--- src/common/pwr_seq_pkg.sv ---
// Constants, encodings and state type for the power-state sequencer
package pwr_seq_pkg;

  // ----------------------------------------------------------------
  // Clock and timing
  // ----------------------------------------------------------------
  localparam int unsigned CLK_HZ = 50_000_000;
  localparam int unsigned KEY_DB_SHORT_US = 200;
  localparam int unsigned KEY_DB_LONG_MS = 30;
  localparam int unsigned SHIP_EXIT_MS = 250;
  localparam int unsigned HARD_RST_SHORT_S = 8;
  localparam int unsigned HARD_RST_LONG_S = 16;
  localparam int unsigned KEY_DB_SHORT_CYC = (CLK_HZ / 1_000_000) * KEY_DB_SHORT_US;
  localparam int unsigned KEY_DB_LONG_CYC = (CLK_HZ / 1_000) * KEY_DB_LONG_MS;
  localparam int unsigned SHIP_EXIT_CYC = (CLK_HZ / 1_000) * SHIP_EXIT_MS;
  localparam int unsigned HARD_RST_SHORT_CYC = CLK_HZ * HARD_RST_SHORT_S;
  localparam int unsigned HARD_RST_LONG_CYC = CLK_HZ * HARD_RST_LONG_S;

  // ----------------------------------------------------------------
  // Field encodings
  // ----------------------------------------------------------------
  localparam logic [1:0] SW_CMD_NONE = 2'h0;
  localparam logic [1:0] SW_CMD_COLD_RST = 2'h1;
  localparam logic [1:0] SW_CMD_OFF = 2'h2;
  localparam logic [1:0] SW_CMD_SHIP = 2'h3;
  localparam logic [1:0] REG_MODE_OFF = 2'h0;
  localparam logic [1:0] REG_MODE_ON = 2'h1;
  localparam logic [1:0] REG_MODE_KEY = 2'h2;
  localparam logic [1:0] CHG_DTLS_NONE = 2'h0;
  localparam logic [1:0] CHG_DTLS_VALID = 2'h3;
  localparam logic [1:0] SINK_FS_OFF = 2'h0;
  localparam logic [3:0] MUX_OFF = 4'h0;
  localparam logic KEY_PUSH_BUTTON = 1'b0;
  localparam logic KEY_RELEASED = 1'b1;

  // ----------------------------------------------------------------
  // Sequencer states
  // ----------------------------------------------------------------
  typedef enum logic [2:0] {
    st_ship,
    st_shutdown,
    st_off_act,
    st_reset_act,
    st_standby,
    st_res_on
  } pwr_state_t;

endpackage

--- src/common/key_if.sv ---
// Interface between the on-key debouncer and the sequencer
`timescale 1ns/1ns
interface key_if;
  logic raw_n;
  logic long_sel;
  logic level_n;
  logic rise;
  logic fall;

  modport deb (
    input raw_n,
    input long_sel,
    output level_n,
    output rise,
    output fall
  );

  modport user (
    output raw_n,
    output long_sel,
    input level_n,
    input rise,
    input fall
  );
endinterface

--- src/key_debouncer.sv ---
// Two-edge debouncer for the active-low on-key input
`timescale 1ns/1ns
module key_debouncer #(
  parameter int unsigned SHORT_CYC = pwr_seq_pkg::KEY_DB_SHORT_CYC,
  parameter int unsigned LONG_CYC = pwr_seq_pkg::KEY_DB_LONG_CYC
) (
  // Clock and reset
  input wire logic sys_clk_in,
  input wire logic sys_rst_in,
  // Key link
  key_if.deb key
);

  logic [31:0] cnt_r;
  logic [31:0] cnt_nxt;
  logic level_r;
  logic level_nxt;
  logic rise_r;
  logic rise_nxt;
  logic fall_r;
  logic fall_nxt;
  logic [31:0] limit;

  // ----------------------------------------------------------------
  // Next-value logic
  // ----------------------------------------------------------------
  always_comb begin
    limit = key.long_sel ? 32'(LONG_CYC - 1) : 32'(SHORT_CYC - 1);
    cnt_nxt = '0;
    level_nxt = level_r;
    rise_nxt = 1'b0;
    fall_nxt = 1'b0;
    if (key.raw_n != level_r) begin
      // Both edges must hold for the full time before the level moves
      if (cnt_r >= limit) begin
        level_nxt = key.raw_n;
        rise_nxt = key.raw_n;
        fall_nxt = ~key.raw_n;
      end else begin
        cnt_nxt = cnt_r + 32'h1;
      end
    end
  end

  always_ff @(posedge sys_clk_in) begin
    if (sys_rst_in) begin
      cnt_r <= '0;
      level_r <= pwr_seq_pkg::KEY_RELEASED;
      rise_r <= 1'b0;
      fall_r <= 1'b0;
    end else begin
      cnt_r <= cnt_nxt;
      level_r <= level_nxt;
      rise_r <= rise_nxt;
      fall_r <= fall_nxt;
    end
  end

  assign key.level_n = level_r;
  assign key.rise = rise_r;
  assign key.fall = fall_r;

endmodule

--- src/power_state_sequencer.sv ---
// Power-state sequencer with on-key handling and hard-reset timer
`timescale 1ns/1ns
module power_state_sequencer #(
  parameter int unsigned KEY_DB_SHORT_CYC = pwr_seq_pkg::KEY_DB_SHORT_CYC,
  parameter int unsigned KEY_DB_LONG_CYC = pwr_seq_pkg::KEY_DB_LONG_CYC,
  parameter int unsigned SHIP_EXIT_CYC = pwr_seq_pkg::SHIP_EXIT_CYC,
  parameter int unsigned HARD_RST_SHORT_CYC = pwr_seq_pkg::HARD_RST_SHORT_CYC,
  parameter int unsigned HARD_RST_LONG_CYC = pwr_seq_pkg::HARD_RST_LONG_CYC
) (
  // Clock and power-on reset
  input wire logic sys_clk_in,
  input wire logic sys_rst_in,
  // On-key
  input wire logic on_key_n_in,
  input wire logic key_debounce_sel_in,
  input wire logic key_switch_type_in,
  input wire logic hard_reset_time_sel_in,
  // Software control
  input wire logic [1:0] software_power_command_in,
  input wire logic [1:0] regulator_enable_mode_in,
  input wire logic [1:0] regulator_enable_default_in,
  input wire logic [3:0] analog_mux_select_in,
  input wire logic sink_master_enable_in,
  input wire logic [1:0] sink_full_scale_sel_1_in,
  input wire logic [1:0] sink_full_scale_sel_2_in,
  // Analog status
  input wire logic [1:0] charger_input_details_in,
  input wire logic watchdog_expire_in,
  input wire logic overtemp_lockout_in,
  input wire logic sys_undervoltage_in,
  input wire logic sys_overvoltage_in,
  input wire logic sys_below_exit_in,
  // Status and control outputs
  output logic [2:0] power_state_out,
  output logic bias_enable_out,
  output logic regulator_on_out,
  output logic battery_disconnect_out,
  output logic host_access_block_out,
  output logic system_register_reset_out,
  output logic sink_final_enable_out,
  output logic watchdog_expired_flag_out,
  output logic hard_reset_flag_out,
  output logic regulator_wake_flag_out,
  output logic software_wake_flag_out,
  output logic key_status_mirror_out,
  output logic key_rise_irq_out,
  output logic key_fall_irq_out
);

  // ----------------------------------------------------------------
  // Key debouncer
  // ----------------------------------------------------------------
  key_if key ();

  assign key.raw_n = on_key_n_in;
  assign key.long_sel = key_debounce_sel_in;

  key_debouncer #(
    .SHORT_CYC(KEY_DB_SHORT_CYC),
    .LONG_CYC(KEY_DB_LONG_CYC)
  ) u_key_debouncer (
    .sys_clk_in(sys_clk_in),
    .sys_rst_in(sys_rst_in),
    .key(key.deb)
  );

  // ----------------------------------------------------------------
  // State
  // ----------------------------------------------------------------
  pwr_seq_pkg::pwr_state_t state_r;
  pwr_seq_pkg::pwr_state_t state_nxt;
  logic reg_on_r;
  logic reg_on_nxt;
  logic system_register_reset_r;
  logic system_register_reset_nxt;
  logic wdt_flag_r;
  logic wdt_flag_nxt;
  logic hr_flag_r;
  logic hr_flag_nxt;
  logic reg_wake_r;
  logic reg_wake_nxt;
  logic sw_wake_r;
  logic sw_wake_nxt;
  logic sink_en_r;
  logic sink_en_nxt;
  logic [1:0] chg_prev_r;
  logic [31:0] hr_cnt_r;
  logic [31:0] hr_cnt_nxt;
  logic [31:0] ship_cnt_r;
  logic [31:0] ship_cnt_nxt;
  logic ship_key_done_r;
  logic ship_key_done_nxt;

  // ----------------------------------------------------------------
  // Decoded conditions
  // ----------------------------------------------------------------
  logic chg_valid;
  logic chg_rose;
  logic fault;
  logic off_cause;
  logic hard_off;
  logic sink_req;
  logic resource_req;
  logic reg_req;
  logic reg_down_req;
  logic hr_count_lvl;
  logic [31:0] hr_limit;
  logic wake_event;
  logic down_act;

  always_comb begin
    chg_valid = charger_input_details_in == pwr_seq_pkg::CHG_DTLS_VALID;
    chg_rose = chg_valid && chg_prev_r == pwr_seq_pkg::CHG_DTLS_NONE;
    fault = overtemp_lockout_in | sys_undervoltage_in | sys_overvoltage_in;
    hard_off = wdt_flag_r | hr_flag_r;
    off_cause = fault | hard_off
      | (software_power_command_in != pwr_seq_pkg::SW_CMD_NONE);
    sink_req = sink_master_enable_in
      && (sink_full_scale_sel_1_in != pwr_seq_pkg::SINK_FS_OFF
      || sink_full_scale_sel_2_in != pwr_seq_pkg::SINK_FS_OFF);
    reg_req = regulator_enable_mode_in == pwr_seq_pkg::REG_MODE_ON
      || reg_wake_r || sw_wake_r;
    reg_down_req = regulator_enable_mode_in == pwr_seq_pkg::REG_MODE_OFF || off_cause;
    resource_req = chg_valid || analog_mux_select_in != pwr_seq_pkg::MUX_OFF
      || reg_on_r || reg_req || sink_en_r;
    hr_count_lvl = (key_switch_type_in == pwr_seq_pkg::KEY_PUSH_BUTTON)
      ? ~key.level_n : key.level_n;
    hr_limit = hard_reset_time_sel_in ? 32'(HARD_RST_LONG_CYC - 1)
      : 32'(HARD_RST_SHORT_CYC - 1);
    wake_event = regulator_enable_mode_in == pwr_seq_pkg::REG_MODE_KEY
      && (key.fall || chg_rose);
  end

  // ----------------------------------------------------------------
  // State machine
  // ----------------------------------------------------------------
  always_comb begin
    state_nxt = state_r;
    reg_on_nxt = reg_on_r;
    system_register_reset_nxt = 1'b0;
    down_act = 1'b0;
    case (state_r)
      pwr_seq_pkg::st_ship: begin
        reg_on_nxt = 1'b0;
        if (sys_below_exit_in && (chg_rose || ship_key_done_r)) begin
          state_nxt = pwr_seq_pkg::st_shutdown;
        end
      end
      pwr_seq_pkg::st_shutdown: begin
        // Ship request, then off actions, then reset actions, then wake
        if (software_power_command_in == pwr_seq_pkg::SW_CMD_SHIP) begin
          state_nxt = pwr_seq_pkg::st_ship;
          system_register_reset_nxt = 1'b1;
        end else if (hard_off || software_power_command_in == pwr_seq_pkg::SW_CMD_OFF) begin
          state_nxt = pwr_seq_pkg::st_off_act;
          system_register_reset_nxt = hard_off;
        end else if (software_power_command_in == pwr_seq_pkg::SW_CMD_COLD_RST) begin
          state_nxt = pwr_seq_pkg::st_reset_act;
          system_register_reset_nxt = 1'b1;
        end else if (resource_req && !fault) begin
          state_nxt = pwr_seq_pkg::st_standby;
        end
      end
      pwr_seq_pkg::st_off_act: begin
        // Off command stays pending until software clears it to none or asks for ship
        if (software_power_command_in == pwr_seq_pkg::SW_CMD_SHIP) begin
          state_nxt = pwr_seq_pkg::st_shutdown;
        end else if (software_power_command_in == pwr_seq_pkg::SW_CMD_NONE) begin
          state_nxt = pwr_seq_pkg::st_shutdown;
        end
      end
      pwr_seq_pkg::st_reset_act: begin
        if (software_power_command_in != pwr_seq_pkg::SW_CMD_COLD_RST) begin
          state_nxt = pwr_seq_pkg::st_shutdown;
        end
      end
      pwr_seq_pkg::st_standby: begin
        if (off_cause || !resource_req) begin
          state_nxt = pwr_seq_pkg::st_shutdown;
        end else begin
          state_nxt = pwr_seq_pkg::st_res_on;
        end
      end
      pwr_seq_pkg::st_res_on: begin
        if (reg_on_r && reg_down_req) begin
          reg_on_nxt = 1'b0;
          down_act = 1'b1;
        end else if (off_cause || !resource_req) begin
          state_nxt = pwr_seq_pkg::st_shutdown;
        end else if (!reg_on_r && reg_req) begin
          reg_on_nxt = 1'b1;
        end
      end
      default: begin
        state_nxt = pwr_seq_pkg::st_shutdown;
        reg_on_nxt = 1'b0;
      end
    endcase
  end

  // ----------------------------------------------------------------
  // Latched flags and timers
  // ----------------------------------------------------------------
  logic off_act;
  logic rst_act;

  always_comb begin
    off_act = state_r == pwr_seq_pkg::st_off_act;
    rst_act = state_r == pwr_seq_pkg::st_reset_act;
    // Clear beats set in every flag below
    wdt_flag_nxt = wdt_flag_r | watchdog_expire_in;
    if (off_act || rst_act) begin
      wdt_flag_nxt = 1'b0;
    end
    hr_cnt_nxt = '0;
    hr_flag_nxt = hr_flag_r;
    if (hr_count_lvl) begin
      if (hr_cnt_r == hr_limit) begin
        hr_flag_nxt = 1'b1;
        hr_cnt_nxt = hr_cnt_r + 32'h1;
      end else if (hr_cnt_r > hr_limit) begin
        // One hard reset per hold; the key must leave the counting level to re-arm
        hr_cnt_nxt = hr_cnt_r;
      end else begin
        hr_cnt_nxt = hr_cnt_r + 32'h1;
      end
    end
    if (off_act) begin
      hr_flag_nxt = 1'b0;
    end
    reg_wake_nxt = reg_wake_r | wake_event;
    if (down_act || off_act || rst_act) begin
      reg_wake_nxt = 1'b0;
    end
    sw_wake_nxt = sw_wake_r;
    if (rst_act && regulator_enable_default_in == pwr_seq_pkg::REG_MODE_KEY) begin
      sw_wake_nxt = 1'b1;
    end
    if (down_act || off_act) begin
      sw_wake_nxt = 1'b0;
    end
    sink_en_nxt = sink_req;
    ship_cnt_nxt = '0;
    ship_key_done_nxt = 1'b0;
    if (state_r == pwr_seq_pkg::st_ship && !key.level_n) begin
      if (ship_cnt_r == 32'(SHIP_EXIT_CYC - 1)) begin
        ship_key_done_nxt = 1'b1;
        ship_cnt_nxt = ship_cnt_r;
      end else begin
        ship_cnt_nxt = ship_cnt_r + 32'h1;
      end
    end
  end

  always_ff @(posedge sys_clk_in) begin
    if (sys_rst_in) begin
      state_r <= pwr_seq_pkg::st_shutdown;
      reg_on_r <= 1'b0;
      system_register_reset_r <= 1'b1;
      wdt_flag_r <= 1'b0;
      hr_flag_r <= 1'b0;
      reg_wake_r <= 1'b0;
      sw_wake_r <= 1'b0;
      sink_en_r <= 1'b0;
      chg_prev_r <= pwr_seq_pkg::CHG_DTLS_NONE;
      hr_cnt_r <= '0;
      ship_cnt_r <= '0;
      ship_key_done_r <= 1'b0;
    end else begin
      state_r <= state_nxt;
      reg_on_r <= reg_on_nxt;
      system_register_reset_r <= system_register_reset_nxt;
      wdt_flag_r <= wdt_flag_nxt;
      hr_flag_r <= hr_flag_nxt;
      reg_wake_r <= reg_wake_nxt;
      sw_wake_r <= sw_wake_nxt;
      sink_en_r <= sink_en_nxt;
      chg_prev_r <= charger_input_details_in;
      hr_cnt_r <= hr_cnt_nxt;
      ship_cnt_r <= ship_cnt_nxt;
      ship_key_done_r <= ship_key_done_nxt;
    end
  end

  // ----------------------------------------------------------------
  // Outputs
  // ----------------------------------------------------------------
  assign power_state_out = state_r;
  assign bias_enable_out = state_r == pwr_seq_pkg::st_standby
    || state_r == pwr_seq_pkg::st_res_on;
  assign regulator_on_out = reg_on_r;
  assign battery_disconnect_out = state_r == pwr_seq_pkg::st_ship;
  assign host_access_block_out = state_r == pwr_seq_pkg::st_ship;
  assign system_register_reset_out = system_register_reset_r;
  assign sink_final_enable_out = sink_en_r;
  assign watchdog_expired_flag_out = wdt_flag_r;
  assign hard_reset_flag_out = hr_flag_r;
  assign regulator_wake_flag_out = reg_wake_r;
  assign software_wake_flag_out = sw_wake_r;
  assign key_status_mirror_out = key.level_n;
  assign key_rise_irq_out = key.rise;
  assign key_fall_irq_out = key.fall;

endmodule

--- config.mk ---
export PLATFORM = sky130hd
export DESIGN_NAME = power_state_sequencer
export DESIGN_NICKNAME = d
export VERILOG_FILES = /design/src/common/pwr_seq_pkg.sv /design/src/common/key_if.sv /design/src/key_debouncer.sv /design/src/power_state_sequencer.sv
export SDC_FILE = /design/constraint.sdc
export NUM_CORES = 1
export LEC_CHECK = 0
export ABC_CLOCK_PERIOD_IN_PS = 4300
export BUFFER_PORTS_ARGS = -buffer_cell sky130_fd_sc_hd__buf_2
export CELL_PAD_IN_SITES_DETAIL_PLACEMENT = 0
export CELL_PAD_IN_SITES_GLOBAL_PLACEMENT = 1
export CORE_AREA = 2 2 107 109
export CTS_CLUSTER_DIAMETER = 50
export CTS_CLUSTER_SIZE = 20
export DETAILED_ROUTE_END_ITERATION = 16
export DIE_AREA = 0 0 109 111
export GPL_TIMING_DRIVEN = 0
export PLACE_DENSITY = 0.95
export REMOVE_ABC_BUFFERS = 1
export SLEW_MARGIN = 20
export SYNTH_ARGS = -nofsm -noshare
export SYNTH_HDL_FRONTEND = slang
export SYNTH_SLANG_ARGS = --single-unit
export TNS_END_PERCENT = 20
--- constraint.sdc ---
create_clock -name sys_clk_in -period 4.3 [get_ports sys_clk_in]
set_input_delay 0.215 -clock sys_clk_in [delete_from_list [all_inputs] [get_ports sys_clk_in]]
set_output_delay 0.215 -clock sys_clk_in [all_outputs]
set_load 0.05 [all_outputs]
Word level (Yosys, flattened, before mapping)

Cells that the tools add are included.

Output and inout port bits: 16
Logic and storage cells: 138
Input bits: 28
Flip-flop bits (word level): 112

$lt $le $gt $ge: 2
Eq/ne operators: 25
Mux-type cells: 28
Reduce and logical (&&, ||, !) cells: 50
$add $sub $neg: 3
Bitwise logic cells: 14

Operator list:

| cell                  | number |
|---|---|
| $add 32x1->32 const B | 3 |
| $mux 32               | 2 |
| $mux 3                | 11 |
| $eq 32x24->1 const B  | 1 |
| $eq 32x30->1          | 1 |
| $ge 32x32->1          | 1 |
| $gt 32x30->1          | 1 |
| $mux 30               | 1 |
| $mux 21               | 1 |
| $pmux 3 s6            | 1 |
| $logic_or 1x1->1      | 16 |
| $reduce_or 2->1       | 6 |
| $mux 1                | 11 |
| $eq 2x2->1 const B    | 5 |
| $logic_and 1x1->1     | 9 |
| $not 1->1             | 7 |
| $or 1x1->1            | 7 |
| $eq 3x2->1 const B    | 2 |
| $eq 3x3->1 const B    | 2 |
| $logic_not 2->1       | 3 |
| $ne 2x1->1 const B    | 3 |
| $ne 2x2->1 const B    | 3 |
| $ne 3x3->1 const B    | 2 |
| $reduce_and 6->1      | 1 |
| 14 further kinds      | 22 |

Depth between registers and ports, before layout

Gate-level depths: netlist of the first run.

Word-level depth: 11
Mapped depth: 10
Gate-level depth less buffers: 8

Hierarchy

A second synthesis of the first run with hierarchy kept.

Cell total of the unflattened synthesis: 638
Area, all modules: 5492.8 um^2

Modules (own cells, without submodules):

| module                | area an instance (um^2) | times used | cells an instance | seq. area each (um^2) |
|---|---|---|---|---|
| power_state_sequencer | 3965.1                  | 1          | 482               | 1541.5 |
| key_debouncer         | 1527.7                  | 1          | 156               | 700.7 |

Least setup slack after synthesis of the first run

OpenSTA, ideal clock, no wires.

Kind: register -> register
Start point: reg hr_cnt_r[22]
End point: reg hr_cnt_r[17]
Setup slack: 1915 ps
Stages on the path, launching flop included: 8
Clock period less this slack: 2385 ps
Path buffers: 0
Arrival: 2315 ps
Library setup time: 70 ps
Required time: 4230 ps
Path through: dfxtp_1 ha_1 and4_1 nand4_2 or4_4 o32a_4 or4_1 a21oi_1

Word-level cells in the longest chain between the ends: 2
Elaborated cells on any way between the ends: 4
Classes of those cells: order compare (1); eq/ne (2); mux (1)

RTL lines:

| what                                            | line                                                       | source |
|---|---|---|
| start, declared                                 | power_state_sequencer.sv:87                                | `logic [31:0] hr_cnt_r;` |
| start signal, assigned                          | power_state_sequencer.sv:279                               | `hr_cnt_r <= hr_cnt_nxt;` |
| $gt 32x30->1 or $eq 32x30->1 (tied branches)    | power_state_sequencer.sv:221, power_state_sequencer.sv:218 |  |
| $ne 2x2->1 (no line) or $mux 32 (tied branches) | --                                                         |  |

Several ways; a longest one is shown, not always the timed one.
A chain may end at the register's enable or synchronous reset.

Worst setup path in the final report of the first run

Start point: reg hr_cnt_r[29]
End point: reg hr_cnt_r[27]

The elaborated chain is that of the path after synthesis.

==> impl_metrics.xml, run 1 <==
<?xml version="1.0" encoding="UTF-8"?>
<metrics>
  <group name="critical_path">
    <metric name="signal_arrival_time_at_the_worst_endpoint" unit="ns">3.18</metric>
    <metric name="endpoint_kind" unit="">flop</metric>
    <metric name="crit_path_from" unit="">hr_cnt_r[29]$_SDFFE_PP0P_</metric>
    <metric name="crit-reg2reg-launch" unit="">hr_cnt_r[29]$_SDFFE_PP0P_</metric>
    <metric name="worst-endpoint-required" unit="ns">4.57</metric>
    <metric name="path_cells" unit="">ha_1 -&gt; a2111oi_0 -&gt; o21ai_0 -&gt; o21a_1 -&gt; or4_1 -&gt; a21oi_1</metric>
    <metric name="critical_path.slowest_cell" unit="">sky130_fd_sc_hd__a2111oi_0</metric>
    <metric name="path_max_fanout" unit="">26</metric>
    <metric name="worstSetupStartpointType" unit="">flop</metric>
    <metric name="criticalPathCategory" unit="">reg2reg</metric>
    <metric name="timing.critical_path.slowest_cell_delay" unit="ns">0.70</metric>
  </group>
  <group name="clocking">
    <metric name="clkSlewWorstSetupHoldPaths" unit="ns">0.07</metric>
    <metric name="cts_sinks" unit="">112</metric>
    <metric name="post_cts_resize_count" unit="">0</metric>
    <metric name="clock_tree.htree_level_count" unit="">3</metric>
    <metric name="postCtsSetupRepairBufs" unit="">0</metric>
    <metric name="hold_buffers" unit="">0</metric>
    <metric name="clock_latency" unit="ns">0.35</metric>
    <metric name="ctsLongestPathBuffers" unit="">2</metric>
    <metric name="cts_root_buf" unit="">sky130_fd_sc_hd__clkbuf_16</metric>
    <metric name="tritoncts" unit="">done</metric>
    <metric name="cts-buffers-inserted" unit="">9</metric>
  </group>
  <group name="grt">
    <metric name="first_global_vias" unit="">4365</metric>
    <metric name="grt_max_degree" unit="">34</metric>
    <metric name="grt_first_pass_wirelength" unit="microns">18700</metric>
    <metric name="grt_overflow_total" unit="">0</metric>
    <metric name="antenna_found_initial" unit="">0</metric>
    <metric name="globalRouteTotalUtil" unit="%">18.8</metric>
  </group>
  <group name="synthesis">
    <metric name="yosys.cell_types.count" unit="">58</metric>
    <metric name="synth.top_cells.by_area" unit="">sky130_fd_sc_hd__dfxtp_1, sky130_fd_sc_hd__nor2_1, sky130_fd_sc_hd__xor2_1, sky130_fd_sc_hd__ha_1, sky130_fd_sc_hd__a21oi_1</metric>
    <metric name="library_cell_with_the_highest_instance_count_after_synthesis" unit="">sky130_fd_sc_hd__dfxtp_1</metric>
    <metric name="ys_top_cells_by_count" unit="">sky130_fd_sc_hd__dfxtp_1, sky130_fd_sc_hd__nor2_1, sky130_fd_sc_hd__nand2_1</metric>
    <metric name="synth_largest_type_area_fraction" unit="%">42.6</metric>
    <metric name="synth.cell_area" unit="sq um">5260</metric>
    <metric name="postSynthAreaPerCell" unit="sq um">8.60</metric>
    <metric name="synth.yosys.seq_area_share" unit="%">42.6</metric>
    <metric name="async_reset_ff_share" unit="%">0</metric>
    <metric name="number_of_enable_flip_flop_cells_after_synthesis" unit="">0</metric>
    <metric name="postSynth.topFlopCell" unit="">sky130_fd_sc_hd__dfxtp_1</metric>
    <metric name="synth_cells" unit="">612</metric>
    <metric name="post-synth-top-area-cell" unit="">sky130_fd_sc_hd__dfxtp_1</metric>
    <metric name="synth.yosys.warnings" unit="">0</metric>
    <metric name="number_of_flip_flops_and_latches_in_the_synthesized_netlist" unit="">112</metric>
  </group>
  <group name="cells_and_area">
    <metric name="layout.cell_area.non_filler" unit="sq um">5930</metric>
    <metric name="proportion_of_layout_cells_with_a_drive_suffix_above_1" unit="%">11.2</metric>
    <metric name="layout-area-overhead-vs-synth" unit="%">12.8</metric>
    <metric name="antenna_cells" unit="">0</metric>
    <metric name="fillers" unit="">995</metric>
    <metric name="finish.net_count" unit="">706</metric>
  </group>
  <group name="timing">
    <metric name="min_period_over_period" unit="%">67.7</metric>
    <metric name="grt_setup_unrepaired" unit="">false</metric>
    <metric name="hold_viol_final" unit="">0</metric>
    <metric name="worst-slew-pin-transition" unit="ns">0.991</metric>
    <metric name="maxSlewViolCount" unit="">0</metric>
    <metric name="worst_slew_margin_rel" unit="%">33.3</metric>
    <metric name="finalSetupViolCount" unit="">0</metric>
    <metric name="worst_case_clock_skew" unit="ns">0.00811</metric>
    <metric name="fmaxAchievable" unit="GHz">0.344</metric>
    <metric name="final_period_minus_worst_setup_slack" unit="ns">2.91</metric>
  </group>
  <group name="power">
    <metric name="power.density" unit="nW/um^2">341</metric>
    <metric name="worst_ir_drop_vdd" unit="mV">0.240</metric>
    <metric name="p_leak" unit="nW">2.14</metric>
    <metric name="total_power" unit="mW">2.02</metric>
  </group>
  <group name="floorplan">
    <metric name="die_area" unit="sq um">12100</metric>
    <metric name="initial_utilization" unit="%">47.5</metric>
    <metric name="io-pin-count" unit="">44</metric>
    <metric name="num_rows" unit="">39</metric>
    <metric name="die_wd" unit="microns">109</metric>
    <metric name="core_region_area" unit="sq um">11100</metric>
    <metric name="dieHeight" unit="microns">111</metric>
  </group>
  <group name="worst_hold_path">
    <metric name="timing.hold.worst.class" unit="">in2reg</metric>
    <metric name="hp-start" unit="">watchdog_expire_in</metric>
  </group>
  <group name="place">
    <metric name="sum_of_net_half_perimeters_after_detailed_placement" unit="microns">7870</metric>
    <metric name="globalplace.congestion" unit="">0.819</metric>
    <metric name="numPortBuffers" unit="">43</metric>
    <metric name="placedInstanceArea" unit="sq um">5630</metric>
  </group>
  <group name="routing">
    <metric name="drcViolationCount" unit="">0</metric>
    <metric name="detail_route.vias_per_cell" unit="">5.58</metric>
    <metric name="drt_initial_violations" unit="">292</metric>
    <metric name="drt_pass1_iterations" unit="">4</metric>
    <metric name="detail_route.wl_per_cell" unit="microns">13.7</metric>
    <metric name="ant_nets" unit="">0</metric>
    <metric name="drt_wl_total" unit="microns">11100</metric>
    <metric name="routed-via-count" unit="">4495</metric>
  </group>
  <group name="flow_run">
    <metric name="drv_cap" unit="">0</metric>
  </group>
  <group name="outcome">
    <metric name="status" unit="">completed</metric>
  </group>
</metrics>
-- stage by stage --
step | TNS [ns] | util, % | instances | setup WS (ns) | hold WS [ns]
4_1_cts | 0 | 53.5 | 806 | 1.38 | 0.0568
5_1_grt | 0 | 53.6 | 806 | 1.10 | 0.0758
2_1_floorplan | 0 | - | 603 | 1.11 | 0.287
6_report | 0 | 53.6 | 806 | 1.39 | 0.0653
3_3_place_gp | -0.0753 | 50.6 | 789 | -0.0140 | 0.412
3_5_place_dp | 0 | 50.8 | 790 | 1.22 | 0.419
-- sequential cells by signal, summed over array words and instances, names as in the netlist, 2 cells and up --
name / count
ship_cnt_r: 32
power_state_out: 3
chg_prev_r: 2
hr_cnt_r: 32
u_key_debouncer.cnt_r: 32
-- per-layer routing --
layer / wire length [microns] / vias to the layer above / track usage (%)
li1: - / 2290 / -
met1: 5160 / 2114 / 23.3
met2: 5300 / 75 / 31.5
met3: 411 / 16 / 3.64
met4: 189 / 0 / 7.69
met5: 0 / - / 0
-- power by group --
part           internal [mW]  switching [mW]
combinational         0.0338          0.0771
sequential              1.05          0.0122
clock                  0.461           0.388
-- layout by cell type (no fill, tap or decap), types with 3 or more instances in the layout --
| master | instances |
|---|---|
| sky130_fd_sc_hd__nor4b_1 | 3 |
| sky130_fd_sc_hd__or2_2 | 3 |
| sky130_fd_sc_hd__dfxtp_1 | 112 |
| sky130_fd_sc_hd__xnor2_1 | 16 |
| sky130_fd_sc_hd__nor3_1 | 11 |
| sky130_fd_sc_hd__or3_1 | 28 |
| sky130_fd_sc_hd__and2_1 | 5 |
| sky130_fd_sc_hd__or4_1 | 10 |
| sky130_fd_sc_hd__nand3_1 | 33 |
| sky130_fd_sc_hd__clkbuf_16 | 9 |
| sky130_fd_sc_hd__nand2_1 | 46 |
| sky130_fd_sc_hd__buf_2 | 43 |
| sky130_fd_sc_hd__a21oi_1 | 36 |
| sky130_fd_sc_hd__o31ai_1 | 4 |
| sky130_fd_sc_hd__nor4_1 | 13 |
| sky130_fd_sc_hd__mux2i_1 | 3 |
| sky130_fd_sc_hd__and4_1 | 6 |
| sky130_fd_sc_hd__o21ai_0 | 35 |
| sky130_fd_sc_hd__ha_1 | 20 |
| sky130_fd_sc_hd__and3_1 | 16 |
| sky130_fd_sc_hd__nor2b_1 | 5 |
| sky130_fd_sc_hd__a31oi_1 | 3 |
| sky130_fd_sc_hd__nand4_1 | 20 |
| sky130_fd_sc_hd__conb_1 | 10 |
| sky130_fd_sc_hd__xor2_1 | 33 |
| sky130_fd_sc_hd__inv_1 | 9 |
| sky130_fd_sc_hd__a21o_1 | 3 |
| sky130_fd_sc_hd__nor2_1 | 80 |
-- layout make-up --
cell class / instances / area, sq um / area share, %
sequential: 112 / 2240 / 37.8
clock buffer: 10 / 229 / 3.86
clock inverter: 6 / 73.8 / 1.24
inverter: 9 / 33.8 / 0.569
multi-input combinational: 482 / 2950 / 49.7
tap: 143 / 179 / 3.02
timing repair buffer: 44 / 226 / 3.82
-- kinds of logic after synthesis --
family / after synthesis / share of synthesized area [%]
AO/OA/AOI/OAI: 104 / 12.0
XOR/XNOR: 49 / 8.16
adder cells (fa/ha/maj): 20 / 4.76
buffers and inverters: 27 / 2.19
flip-flops: 112 / 42.6
multiplexers: 3 / 0.571
other: 1 / 0.0713
AND/OR/NAND/NOR: 296 / 29.6
-- path summary, 6_finish.rpt --
check | to | cells past startpoint | slack (ns)
max | hr_cnt_r[27]$_SDFFE_PP0P_ | 6 | 1.39
min | watchdog_expired_flag_out$_SDFF_PP0_ | 2 | 0.07
max reg2reg | hr_cnt_r[27]$_SDFFE_PP0P_ | 6 | 1.39
min reg2reg | u_key_debouncer.cnt_r[0]$_SDFF_PP0_ | 1 | 0.46
-- critical path: cells and delay by family (launching register included) --
family          cells  cell delay, ns
flops               1            0.38
fa+ha+maj           1            0.26
simple gates        1            0.60
compound gates      4            1.58
Note: power is estimated with default switching activity, not from simulation.
==> inputs of run 2 (changes only) <==
- ABC_AREA: unset -> 1
- ABC_CLOCK_PERIOD_IN_PS: 4300 -> 2860
- CORE_AREA: 2 2 107 109 -> 2 2 126 128
- DIE_AREA: 0 0 109 111 -> 0 0 128 130
- PLACE_DENSITY: 0.95 -> 0.9
- clock period: 4.3 -> 2.86 ns (I/O delays scaled with it)
==> run 2 against run 1 <==
Combinational power increased to 4.2 times the previous value. Sequential power up 55%. Largest power group unchanged. Wire length increased by 36%. Via count is 35% higher.
==> impl_metrics.xml, run 2 <==
<?xml version="1.0" encoding="UTF-8"?>
<metrics>
  <group name="clocking">
    <metric name="clock_latency" unit="ns">0.36</metric>
    <metric name="cts_sinks" unit="">112</metric>
    <metric name="cts_root_buf" unit="">sky130_fd_sc_hd__clkbuf_16</metric>
    <metric name="cts-buffers-inserted" unit="">9</metric>
    <metric name="clkSlewWorstSetupHoldPaths" unit="ns">0.08</metric>
    <metric name="tritoncts" unit="">done</metric>
    <metric name="ctsLongestPathBuffers" unit="">2</metric>
    <metric name="clock_tree.htree_level_count" unit="">3</metric>
    <metric name="postCtsSetupRepairBufs" unit="">0</metric>
  </group>
  <group name="synthesis">
    <metric name="yosys.cell_types.count" unit="">35</metric>
    <metric name="library_cell_with_the_highest_instance_count_after_synthesis" unit="">sky130_fd_sc_hd__nand2_1</metric>
    <metric name="synth.yosys.warnings" unit="">0</metric>
    <metric name="synth.cell_area" unit="sq um">6400</metric>
    <metric name="synth.top_cells.by_area" unit="">sky130_fd_sc_hd__dfxtp_1, sky130_fd_sc_hd__nand2_1, sky130_fd_sc_hd__nor2_1, sky130_fd_sc_hd__nand3_1, sky130_fd_sc_hd__inv_1</metric>
    <metric name="synth.yosys.seq_area_share" unit="%">35.0</metric>
    <metric name="postSynthAreaPerCell" unit="sq um">6.47</metric>
    <metric name="async_reset_ff_share" unit="%">0</metric>
    <metric name="post-synth-top-area-cell" unit="">sky130_fd_sc_hd__dfxtp_1</metric>
    <metric name="number_of_enable_flip_flop_cells_after_synthesis" unit="">0</metric>
    <metric name="ys_top_cells_by_count" unit="">sky130_fd_sc_hd__nand2_1, sky130_fd_sc_hd__nor2_1, sky130_fd_sc_hd__dfxtp_1</metric>
    <metric name="synth_cells" unit="">989</metric>
    <metric name="number_of_flip_flops_and_latches_in_the_synthesized_netlist" unit="">112</metric>
    <metric name="postSynth.topFlopCell" unit="">sky130_fd_sc_hd__dfxtp_1</metric>
    <metric name="synth_largest_type_area_fraction" unit="%">35.0</metric>
  </group>
  <group name="critical_path">
    <metric name="endpoint_kind" unit="">flop</metric>
    <metric name="path_max_fanout" unit="">31</metric>
    <metric name="signal_arrival_time_at_the_worst_endpoint" unit="ns">2.87</metric>
    <metric name="worst-endpoint-required" unit="ns">3.13</metric>
    <metric name="criticalPathCategory" unit="">reg2reg</metric>
    <metric name="worstSetupStartpointType" unit="">flop</metric>
  </group>
  <group name="timing">
    <metric name="grt_setup_unrepaired" unit="">false</metric>
    <metric name="worst_slew_margin_rel" unit="%">32.3</metric>
    <metric name="maxSlewViolCount" unit="">0</metric>
    <metric name="fmaxAchievable" unit="GHz">0.384</metric>
    <metric name="worst_hold_slack" unit="ns">0.0136</metric>
    <metric name="min_period_over_period" unit="%">91.1</metric>
    <metric name="finalSetupViolCount" unit="">0</metric>
    <metric name="layout_setup_ws" unit="ns">0.254</metric>
    <metric name="worst_case_clock_skew" unit="ns">0.0111</metric>
    <metric name="hold_viol_final" unit="">0</metric>
    <metric name="final_period_minus_worst_setup_slack" unit="ns">2.61</metric>
    <metric name="worst-slew-pin-transition" unit="ns">1.02</metric>
  </group>
  <group name="cells_and_area">
    <metric name="proportion_of_layout_cells_with_a_drive_suffix_above_1" unit="%">8.25</metric>
    <metric name="commonest_non_fill_non_tap_cells_in_the_layout" unit="">sky130_fd_sc_hd__nand2_1, sky130_fd_sc_hd__nor2_1, sky130_fd_sc_hd__dfxtp_1</metric>
    <metric name="largestRegisters" unit="">hr_cnt_r (32), ship_cnt_r (32), u_key_debouncer.cnt_r (32)</metric>
    <metric name="antenna_cells" unit="">0</metric>
    <metric name="finish.utilization" unit="%">46.4</metric>
    <metric name="layout-area-overhead-vs-synth" unit="%">11.9</metric>
    <metric name="layout.cells.most_common" unit="">sky130_fd_sc_hd__nand2_1</metric>
    <metric name="fillers" unit="">1647</metric>
    <metric name="finish.net_count" unit="">1086</metric>
  </group>
  <group name="routing">
    <metric name="routed-via-count" unit="">6085</metric>
    <metric name="detail_route.wl_per_cell" unit="microns">12.2</metric>
    <metric name="ant_nets" unit="">0</metric>
    <metric name="detail_route.vias_per_cell" unit="">4.93</metric>
    <metric name="drcViolationCount" unit="">0</metric>
    <metric name="drt_wl_total" unit="microns">15000</metric>
    <metric name="drt_pass1_iterations" unit="">5</metric>
    <metric name="drt_initial_violations" unit="">434</metric>
  </group>
  <group name="grt">
    <metric name="grt_first_pass_wirelength" unit="microns">25800</metric>
    <metric name="gr_met3_demand_resource" unit="%">3.20</metric>
    <metric name="first_global_vias" unit="">5631</metric>
    <metric name="grt_overflow_total" unit="">0</metric>
    <metric name="antenna_found_initial" unit="">0</metric>
    <metric name="grt_use_met2" unit="%">31.8</metric>
    <metric name="grt.met1_usage" unit="%">25.7</metric>
    <metric name="busiest_layer_in_global_routing" unit="">met2</metric>
    <metric name="grt_max_degree" unit="">33</metric>
    <metric name="globalRouteTotalUtil" unit="%">19.1</metric>
  </group>
  <group name="flow_run">
    <metric name="drv_cap" unit="">0</metric>
  </group>
  <group name="floorplan">
    <metric name="die_area" unit="sq um">16600</metric>
    <metric name="io-pin-count" unit="">44</metric>
    <metric name="die_wd" unit="microns">128</metric>
    <metric name="initial_utilization" unit="%">41.5</metric>
    <metric name="dieHeight" unit="microns">130</metric>
    <metric name="core_region_area" unit="sq um">15400</metric>
    <metric name="num_rows" unit="">46</metric>
  </group>
  <group name="power">
    <metric name="total_power" unit="mW">3.41</metric>
    <metric name="p_leak" unit="nW">2.74</metric>
    <metric name="worst_ir_drop_vdd" unit="mV">0.564</metric>
    <metric name="power.density" unit="nW/um^2">476</metric>
  </group>
  <group name="place">
    <metric name="pre_cts_ws" unit="ns">0.0123</metric>
    <metric name="sum_of_net_half_perimeters_after_detailed_placement" unit="microns">11100</metric>
    <metric name="numPortBuffers" unit="">43</metric>
    <metric name="globalplace.congestion" unit="">0.861</metric>
  </group>
  <group name="worst_hold_path">
    <metric name="timing.hold.worst.class" unit="">in2reg</metric>
  </group>
  <group name="outcome">
    <metric name="status" unit="">completed</metric>
  </group>
</metrics>
==> run 2: kinds of logic after synthesis <==
kind of cell / after synthesis / share of synthesized area (%)
fa+ha+maj: 20 / 3.91
xor+xnor: 32 / 4.38
simple gates: 604 / 41.1
compound gates: 93 / 7.47
other cells: 1 / 0.0586
buf+inv: 127 / 8.03
flops: 112 / 35.0
==> run 2: path summary, 6_finish.rpt <==
path	from	endpoint	slack, ns	cells past startpoint
max reg2reg	hr_cnt_r[21]$_SDFFE_PP0P_	hr_cnt_r[24]$_SDFFE_PP0P_	0.25	10
min	sink_master_enable_in	sink_final_enable_out$_SDFF_PP0_	0.01	3
max	hr_cnt_r[21]$_SDFFE_PP0P_	hr_cnt_r[24]$_SDFFE_PP0P_	0.25	10
min reg2reg	hr_cnt_r[31]$_SDFFE_PP0P_	hr_cnt_r[31]$_SDFFE_PP0P_	0.43	2
==> run 2: layout make-up <==
type                    count  area (sq um)  area share, %
inverters                 107           402           5.61
multi-input cells         759          3700           51.6
clock inverters             5          63.8          0.891
repair buffers             49           275           3.84
flip-flops and latches    112          2240           31.3
well taps                 192           240           3.35
clock buffers              11           243           3.39
==> run 2: worst max-delay path, stage by stage, from the launching register on <==
cell	delay (ns)
sky130_fd_sc_hd__dfxtp_1	0.51
sky130_fd_sc_hd__ha_1	0.31
sky130_fd_sc_hd__nand2_1	0.09
sky130_fd_sc_hd__nor2_2	0.04
sky130_fd_sc_hd__nand2_1	0.06
sky130_fd_sc_hd__nand3_1	0.08
sky130_fd_sc_hd__nand2_1	0.08
sky130_fd_sc_hd__nand3_2	0.61
sky130_fd_sc_hd__nand2_8	0.48
sky130_fd_sc_hd__nand2_1	0.10
sky130_fd_sc_hd__a21oi_1	0.15
==> run 2: metrics by stage <==
step,std cells,TNS (ns),area (sq um)
after floorplan,978,-51.63,6320
after global placement,1213,0,6780
after detailed placement,1213,0,6780
after CTS,1235,0,7150
after global routing,1235,0,7160
final,1235,0,7160
==> run 2: what timing repair did <==
| action | in CTS | in global routing |
|---|---|---|
| endpoints found under the hold margin | 5 | 0 |
| endpoints found under the setup margin | 2 | 41 |
| hold buffers | 6 | 0 |
| gates resized for setup | 1 | 2 |
==> run 2: routing by layer <==
metal | routed length [microns] | part of all wire [%]
met2 | 6730 | 45
met5 | 0 | 0
met3 | 606 | 4.0
met4 | 204 | 1.4
met1 | 7510 | 50
==> run 2: power by group <==
group,internal (mW),switching [mW],leakage [nW]
logic,0.116,0.348,1.68
clock network,0.713,0.600,0.147
registers,1.60,0.0367,0.909
==> inputs of run 3 (changes only) <==
- REMOVE_ABC_BUFFERS: 1 -> unset
==> run 3 against run 2 <==
Final cell count increased by 1.5%. Register-to-register slack better by 0.56 ns. Flip-flop and latch count did not move. Power fell by 0.83%. Critical path depth unchanged. Worst hold slack gained 0.0026 ns. Setup slack improved by 0.56 ns. Non-clock buffer count up 18. Combinational power up 2%. Cell area increased by 0.87%. Largest power group unchanged. Highest routed layer unchanged.
==> impl_metrics.xml, run 3 (same netlist as run 2, synthesis figures left out) <==
<?xml version="1.0" encoding="UTF-8"?>
<metrics>
  <group name="floorplan">
    <metric name="num_rows" unit="">46</metric>
    <metric name="initial_utilization" unit="%">41.5</metric>
    <metric name="io-pin-count" unit="">44</metric>
    <metric name="die_wd" unit="microns">128</metric>
    <metric name="core_region_area" unit="sq um">15400</metric>
    <metric name="die_area" unit="sq um">16600</metric>
    <metric name="dieHeight" unit="microns">130</metric>
  </group>
  <group name="cells_and_area">
    <metric name="layout-area-overhead-vs-synth" unit="%">12.9</metric>
    <metric name="commonest_non_fill_non_tap_cells_in_the_layout" unit="">sky130_fd_sc_hd__nand2_1, sky130_fd_sc_hd__nor2_1, sky130_fd_sc_hd__dfxtp_1</metric>
    <metric name="proportion_of_layout_cells_with_a_drive_suffix_above_1" unit="%">9.24</metric>
    <metric name="fillers" unit="">1616</metric>
    <metric name="layout.cells.most_common" unit="">sky130_fd_sc_hd__nand2_1</metric>
    <metric name="layout.cell_area.non_filler" unit="sq um">7230</metric>
    <metric name="finish.net_count" unit="">1104</metric>
    <metric name="largestRegisters" unit="">hr_cnt_r (32), ship_cnt_r (32), u_key_debouncer.cnt_r (32)</metric>
    <metric name="antenna_cells" unit="">0</metric>
    <metric name="finish.utilization" unit="%">46.8</metric>
  </group>
  <group name="grt">
    <metric name="globalRouteTotalUtil" unit="%">19.9</metric>
    <metric name="grt_use_met2" unit="%">32.3</metric>
    <metric name="first_global_vias" unit="">5964</metric>
    <metric name="grt_overflow_total" unit="">0</metric>
    <metric name="grt_first_pass_wirelength" unit="microns">27100</metric>
    <metric name="antenna_found_initial" unit="">0</metric>
    <metric name="busiest_layer_in_global_routing" unit="">met2</metric>
    <metric name="grt.met1_usage" unit="%">27.0</metric>
    <metric name="grt_max_degree" unit="">19</metric>
    <metric name="gr_met3_demand_resource" unit="%">3.20</metric>
  </group>
  <group name="place">
    <metric name="sum_of_net_half_perimeters_after_detailed_placement" unit="microns">11900</metric>
    <metric name="placedInstanceArea" unit="sq um">6890</metric>
    <metric name="numPortBuffers" unit="">43</metric>
    <metric name="pre_cts_ws" unit="ns">0.838</metric>
    <metric name="globalplace.congestion" unit="">0.895</metric>
  </group>
  <group name="critical_path">
    <metric name="signal_arrival_time_at_the_worst_endpoint" unit="ns">2.27</metric>
    <metric name="worst-path-stages" unit="">10</metric>
    <metric name="endpoint_kind" unit="">flop</metric>
    <metric name="crit_path_from" unit="">hr_cnt_r[0]$_SDFFE_PP0P_</metric>
    <metric name="rr_worst_depth" unit="">10</metric>
    <metric name="crit-reg2reg-capture" unit="">hr_cnt_r[28]$_SDFFE_PP0P_</metric>
    <metric name="crit-reg2reg-launch" unit="">hr_cnt_r[0]$_SDFFE_PP0P_</metric>
    <metric name="path_max_fanout" unit="">10</metric>
    <metric name="timing.critical_path.slowest_cell_delay" unit="ns">0.40</metric>
    <metric name="reg2reg_setup_slack" unit="ns">0.81</metric>
    <metric name="worstSetupStartpointType" unit="">flop</metric>
    <metric name="worstPathBufferInverterCount" unit="">3</metric>
    <metric name="criticalPathCategory" unit="">reg2reg</metric>
    <metric name="path_delay_family" unit="">simple AND/OR/NAND/NOR gates</metric>
    <metric name="critical_path.slowest_cell" unit="">sky130_fd_sc_hd__dfxtp_1</metric>
    <metric name="worst-endpoint-required" unit="ns">3.08</metric>
    <metric name="path_cells" unit="">ha_1 -&gt; buf_2 -&gt; nand3_2 -&gt; inv_2 -&gt; nand2_4 -&gt; nor2_8 -&gt; nand3_4 -&gt; clkbuf_1 -&gt; nand3_1 -&gt; a21oi_1</metric>
    <metric name="cp-endpoint" unit="">hr_cnt_r[28]$_SDFFE_PP0P_</metric>
  </group>
  <group name="timing">
    <metric name="timing.setup.tns" unit="ns">0</metric>
    <metric name="worst-slew-pin-transition" unit="ns">0.557</metric>
    <metric name="min_period_over_period" unit="%">71.6</metric>
    <metric name="layout_setup_ws" unit="ns">0.812</metric>
    <metric name="final_period_minus_worst_setup_slack" unit="ns">2.05</metric>
    <metric name="worst_case_clock_skew" unit="ns">0.00592</metric>
    <metric name="finalSetupViolCount" unit="">0</metric>
    <metric name="grt_setup_unrepaired" unit="">false</metric>
    <metric name="fmaxAchievable" unit="GHz">0.488</metric>
    <metric name="worst_slew_margin_rel" unit="%">62.9</metric>
    <metric name="hold_viol_final" unit="">0</metric>
    <metric name="maxSlewViolCount" unit="">0</metric>
  </group>
  <group name="routing">
    <metric name="drt_pass1_iterations" unit="">6</metric>
    <metric name="drt_wl_total" unit="microns">15400</metric>
    <metric name="drt_initial_violations" unit="">382</metric>
    <metric name="detail_route.wl_per_cell" unit="microns">12.3</metric>
    <metric name="detail_route.vias_per_cell" unit="">4.98</metric>
    <metric name="drcViolationCount" unit="">0</metric>
    <metric name="ant_nets" unit="">0</metric>
    <metric name="routed-via-count" unit="">6241</metric>
  </group>
  <group name="clocking">
    <metric name="clkSlewWorstSetupHoldPaths" unit="ns">0.07</metric>
    <metric name="tritoncts" unit="">done</metric>
    <metric name="post_cts_resize_count" unit="">0</metric>
    <metric name="cts_sinks" unit="">112</metric>
    <metric name="cts-buffers-inserted" unit="">9</metric>
    <metric name="clock_tree.htree_level_count" unit="">3</metric>
    <metric name="cts_root_buf" unit="">sky130_fd_sc_hd__clkbuf_16</metric>
    <metric name="postCtsSetupRepairBufs" unit="">0</metric>
    <metric name="ctsLongestPathBuffers" unit="">2</metric>
    <metric name="clock_latency" unit="ns">0.36</metric>
  </group>
  <group name="power">
    <metric name="p_leak" unit="nW">2.79</metric>
    <metric name="worst_ir_drop_vdd" unit="mV">0.541</metric>
    <metric name="clock_power_share" unit="%">37.7</metric>
    <metric name="power.density" unit="nW/um^2">468</metric>
    <metric name="power_frac_seq" unit="%">48.3</metric>
    <metric name="power.switching" unit="mW">0.976</metric>
    <metric name="power_report.internal_total" unit="mW">2.41</metric>
    <metric name="switching_share" unit="%">28.8</metric>
    <metric name="power.share.combinational" unit="%">14.0</metric>
  </group>
  <group name="outcome">
    <metric name="status" unit="">completed</metric>
  </group>
  <group name="flow_run">
    <metric name="drv_cap" unit="">0</metric>
  </group>
  <group name="worst_hold_path">
    <metric name="timing.hold.worst.class" unit="">in2reg</metric>
  </group>
</metrics>
[run 3: changes by cell type in the layout (fill, tap and decap cells not counted), sizes merged]
| cell | before | now |
|---|---|---|
| clkinv | 1 | 3 |
| buf | 43 | 56 |
| clkbuf | 11 | 17 |
| dlygate4sd3 | 6 | 4 |
| clkinvlp | 1 | 0 |
[run 3: worst reg2reg max path: stages (launching register included)]
cell	delay, ns
sky130_fd_sc_hd__dfxtp_1	0.40
sky130_fd_sc_hd__ha_1	0.16
sky130_fd_sc_hd__buf_2	0.19
sky130_fd_sc_hd__nand3_2	0.15
sky130_fd_sc_hd__inv_2	0.13
sky130_fd_sc_hd__nand2_4	0.09
sky130_fd_sc_hd__nor2_8	0.15
sky130_fd_sc_hd__nand3_4	0.13
sky130_fd_sc_hd__clkbuf_1	0.28
sky130_fd_sc_hd__nand3_1	0.17
sky130_fd_sc_hd__a21oi_1	0.07
[run 3: repair_timing]
item / in CTS / in global routing
endpoints found under the setup margin: 0 / 0
endpoints found under the hold margin: 3 / 0
hold buffers: 4 / 0
[run 3: per-stage QoR]
stage,std cells,total power [mW],hold slack [ns]
after floorplan,998,2.02,0.212
after global placement,1233,2.14,0.340
after detailed placement,1233,2.14,0.336
after CTS,1253,3.43,0.00354
after global routing,1253,3.54,0.0225
final,1253,3.38,0.0161
[run 3: final cells by class]
class	instances	area, sq um	share of cell area, %
clock inverters	6	66.3	0.918
multi-input cells	759	3680	50.9
plain buffers	20	113	1.56
inverters	107	402	5.56
repair buffers	47	255	3.53
flip-flops and latches	112	2240	31.0
well taps	192	240	3.32
clock buffers	10	229	3.17
[run 3: power groups by stage]
stage               Combinational (mW)  Sequential, mW  Clock, mW
CTS                              0.474            1.63       1.32
global placement                 0.469            1.67          0
finish                           0.473            1.63       1.28
global route                     0.524            1.64       1.38
floorplan                        0.255            1.76          0
detailed placement               0.470            1.67          0
[run 3: layer usage]
layer	vias up	wire, microns
met1	2764	7580
met2	153	6750
li1	3300	-
met5	-	0
met3	24	836
met4	0	240
[run 3: worst min-delay path by stage]
stage	startpoint	cells past startpoint	end
finish	sink_master_enable_in	3	sink_final_enable_out$_SDFF_PP0_
global route	charger_input_details_in[0]	3	chg_prev_r[0]$_SDFF_PP0_
CTS	sink_master_enable_in	3	sink_final_enable_out$_SDFF_PP0_
detailed placement	on_key_n_in	2	u_key_debouncer.key.fall$_SDFF_PP0_
global placement	on_key_n_in	2	u_key_debouncer.key.fall$_SDFF_PP0_
floorplan	sys_rst_in	1	power_state_out[1]$_SDFFE_PP0P_
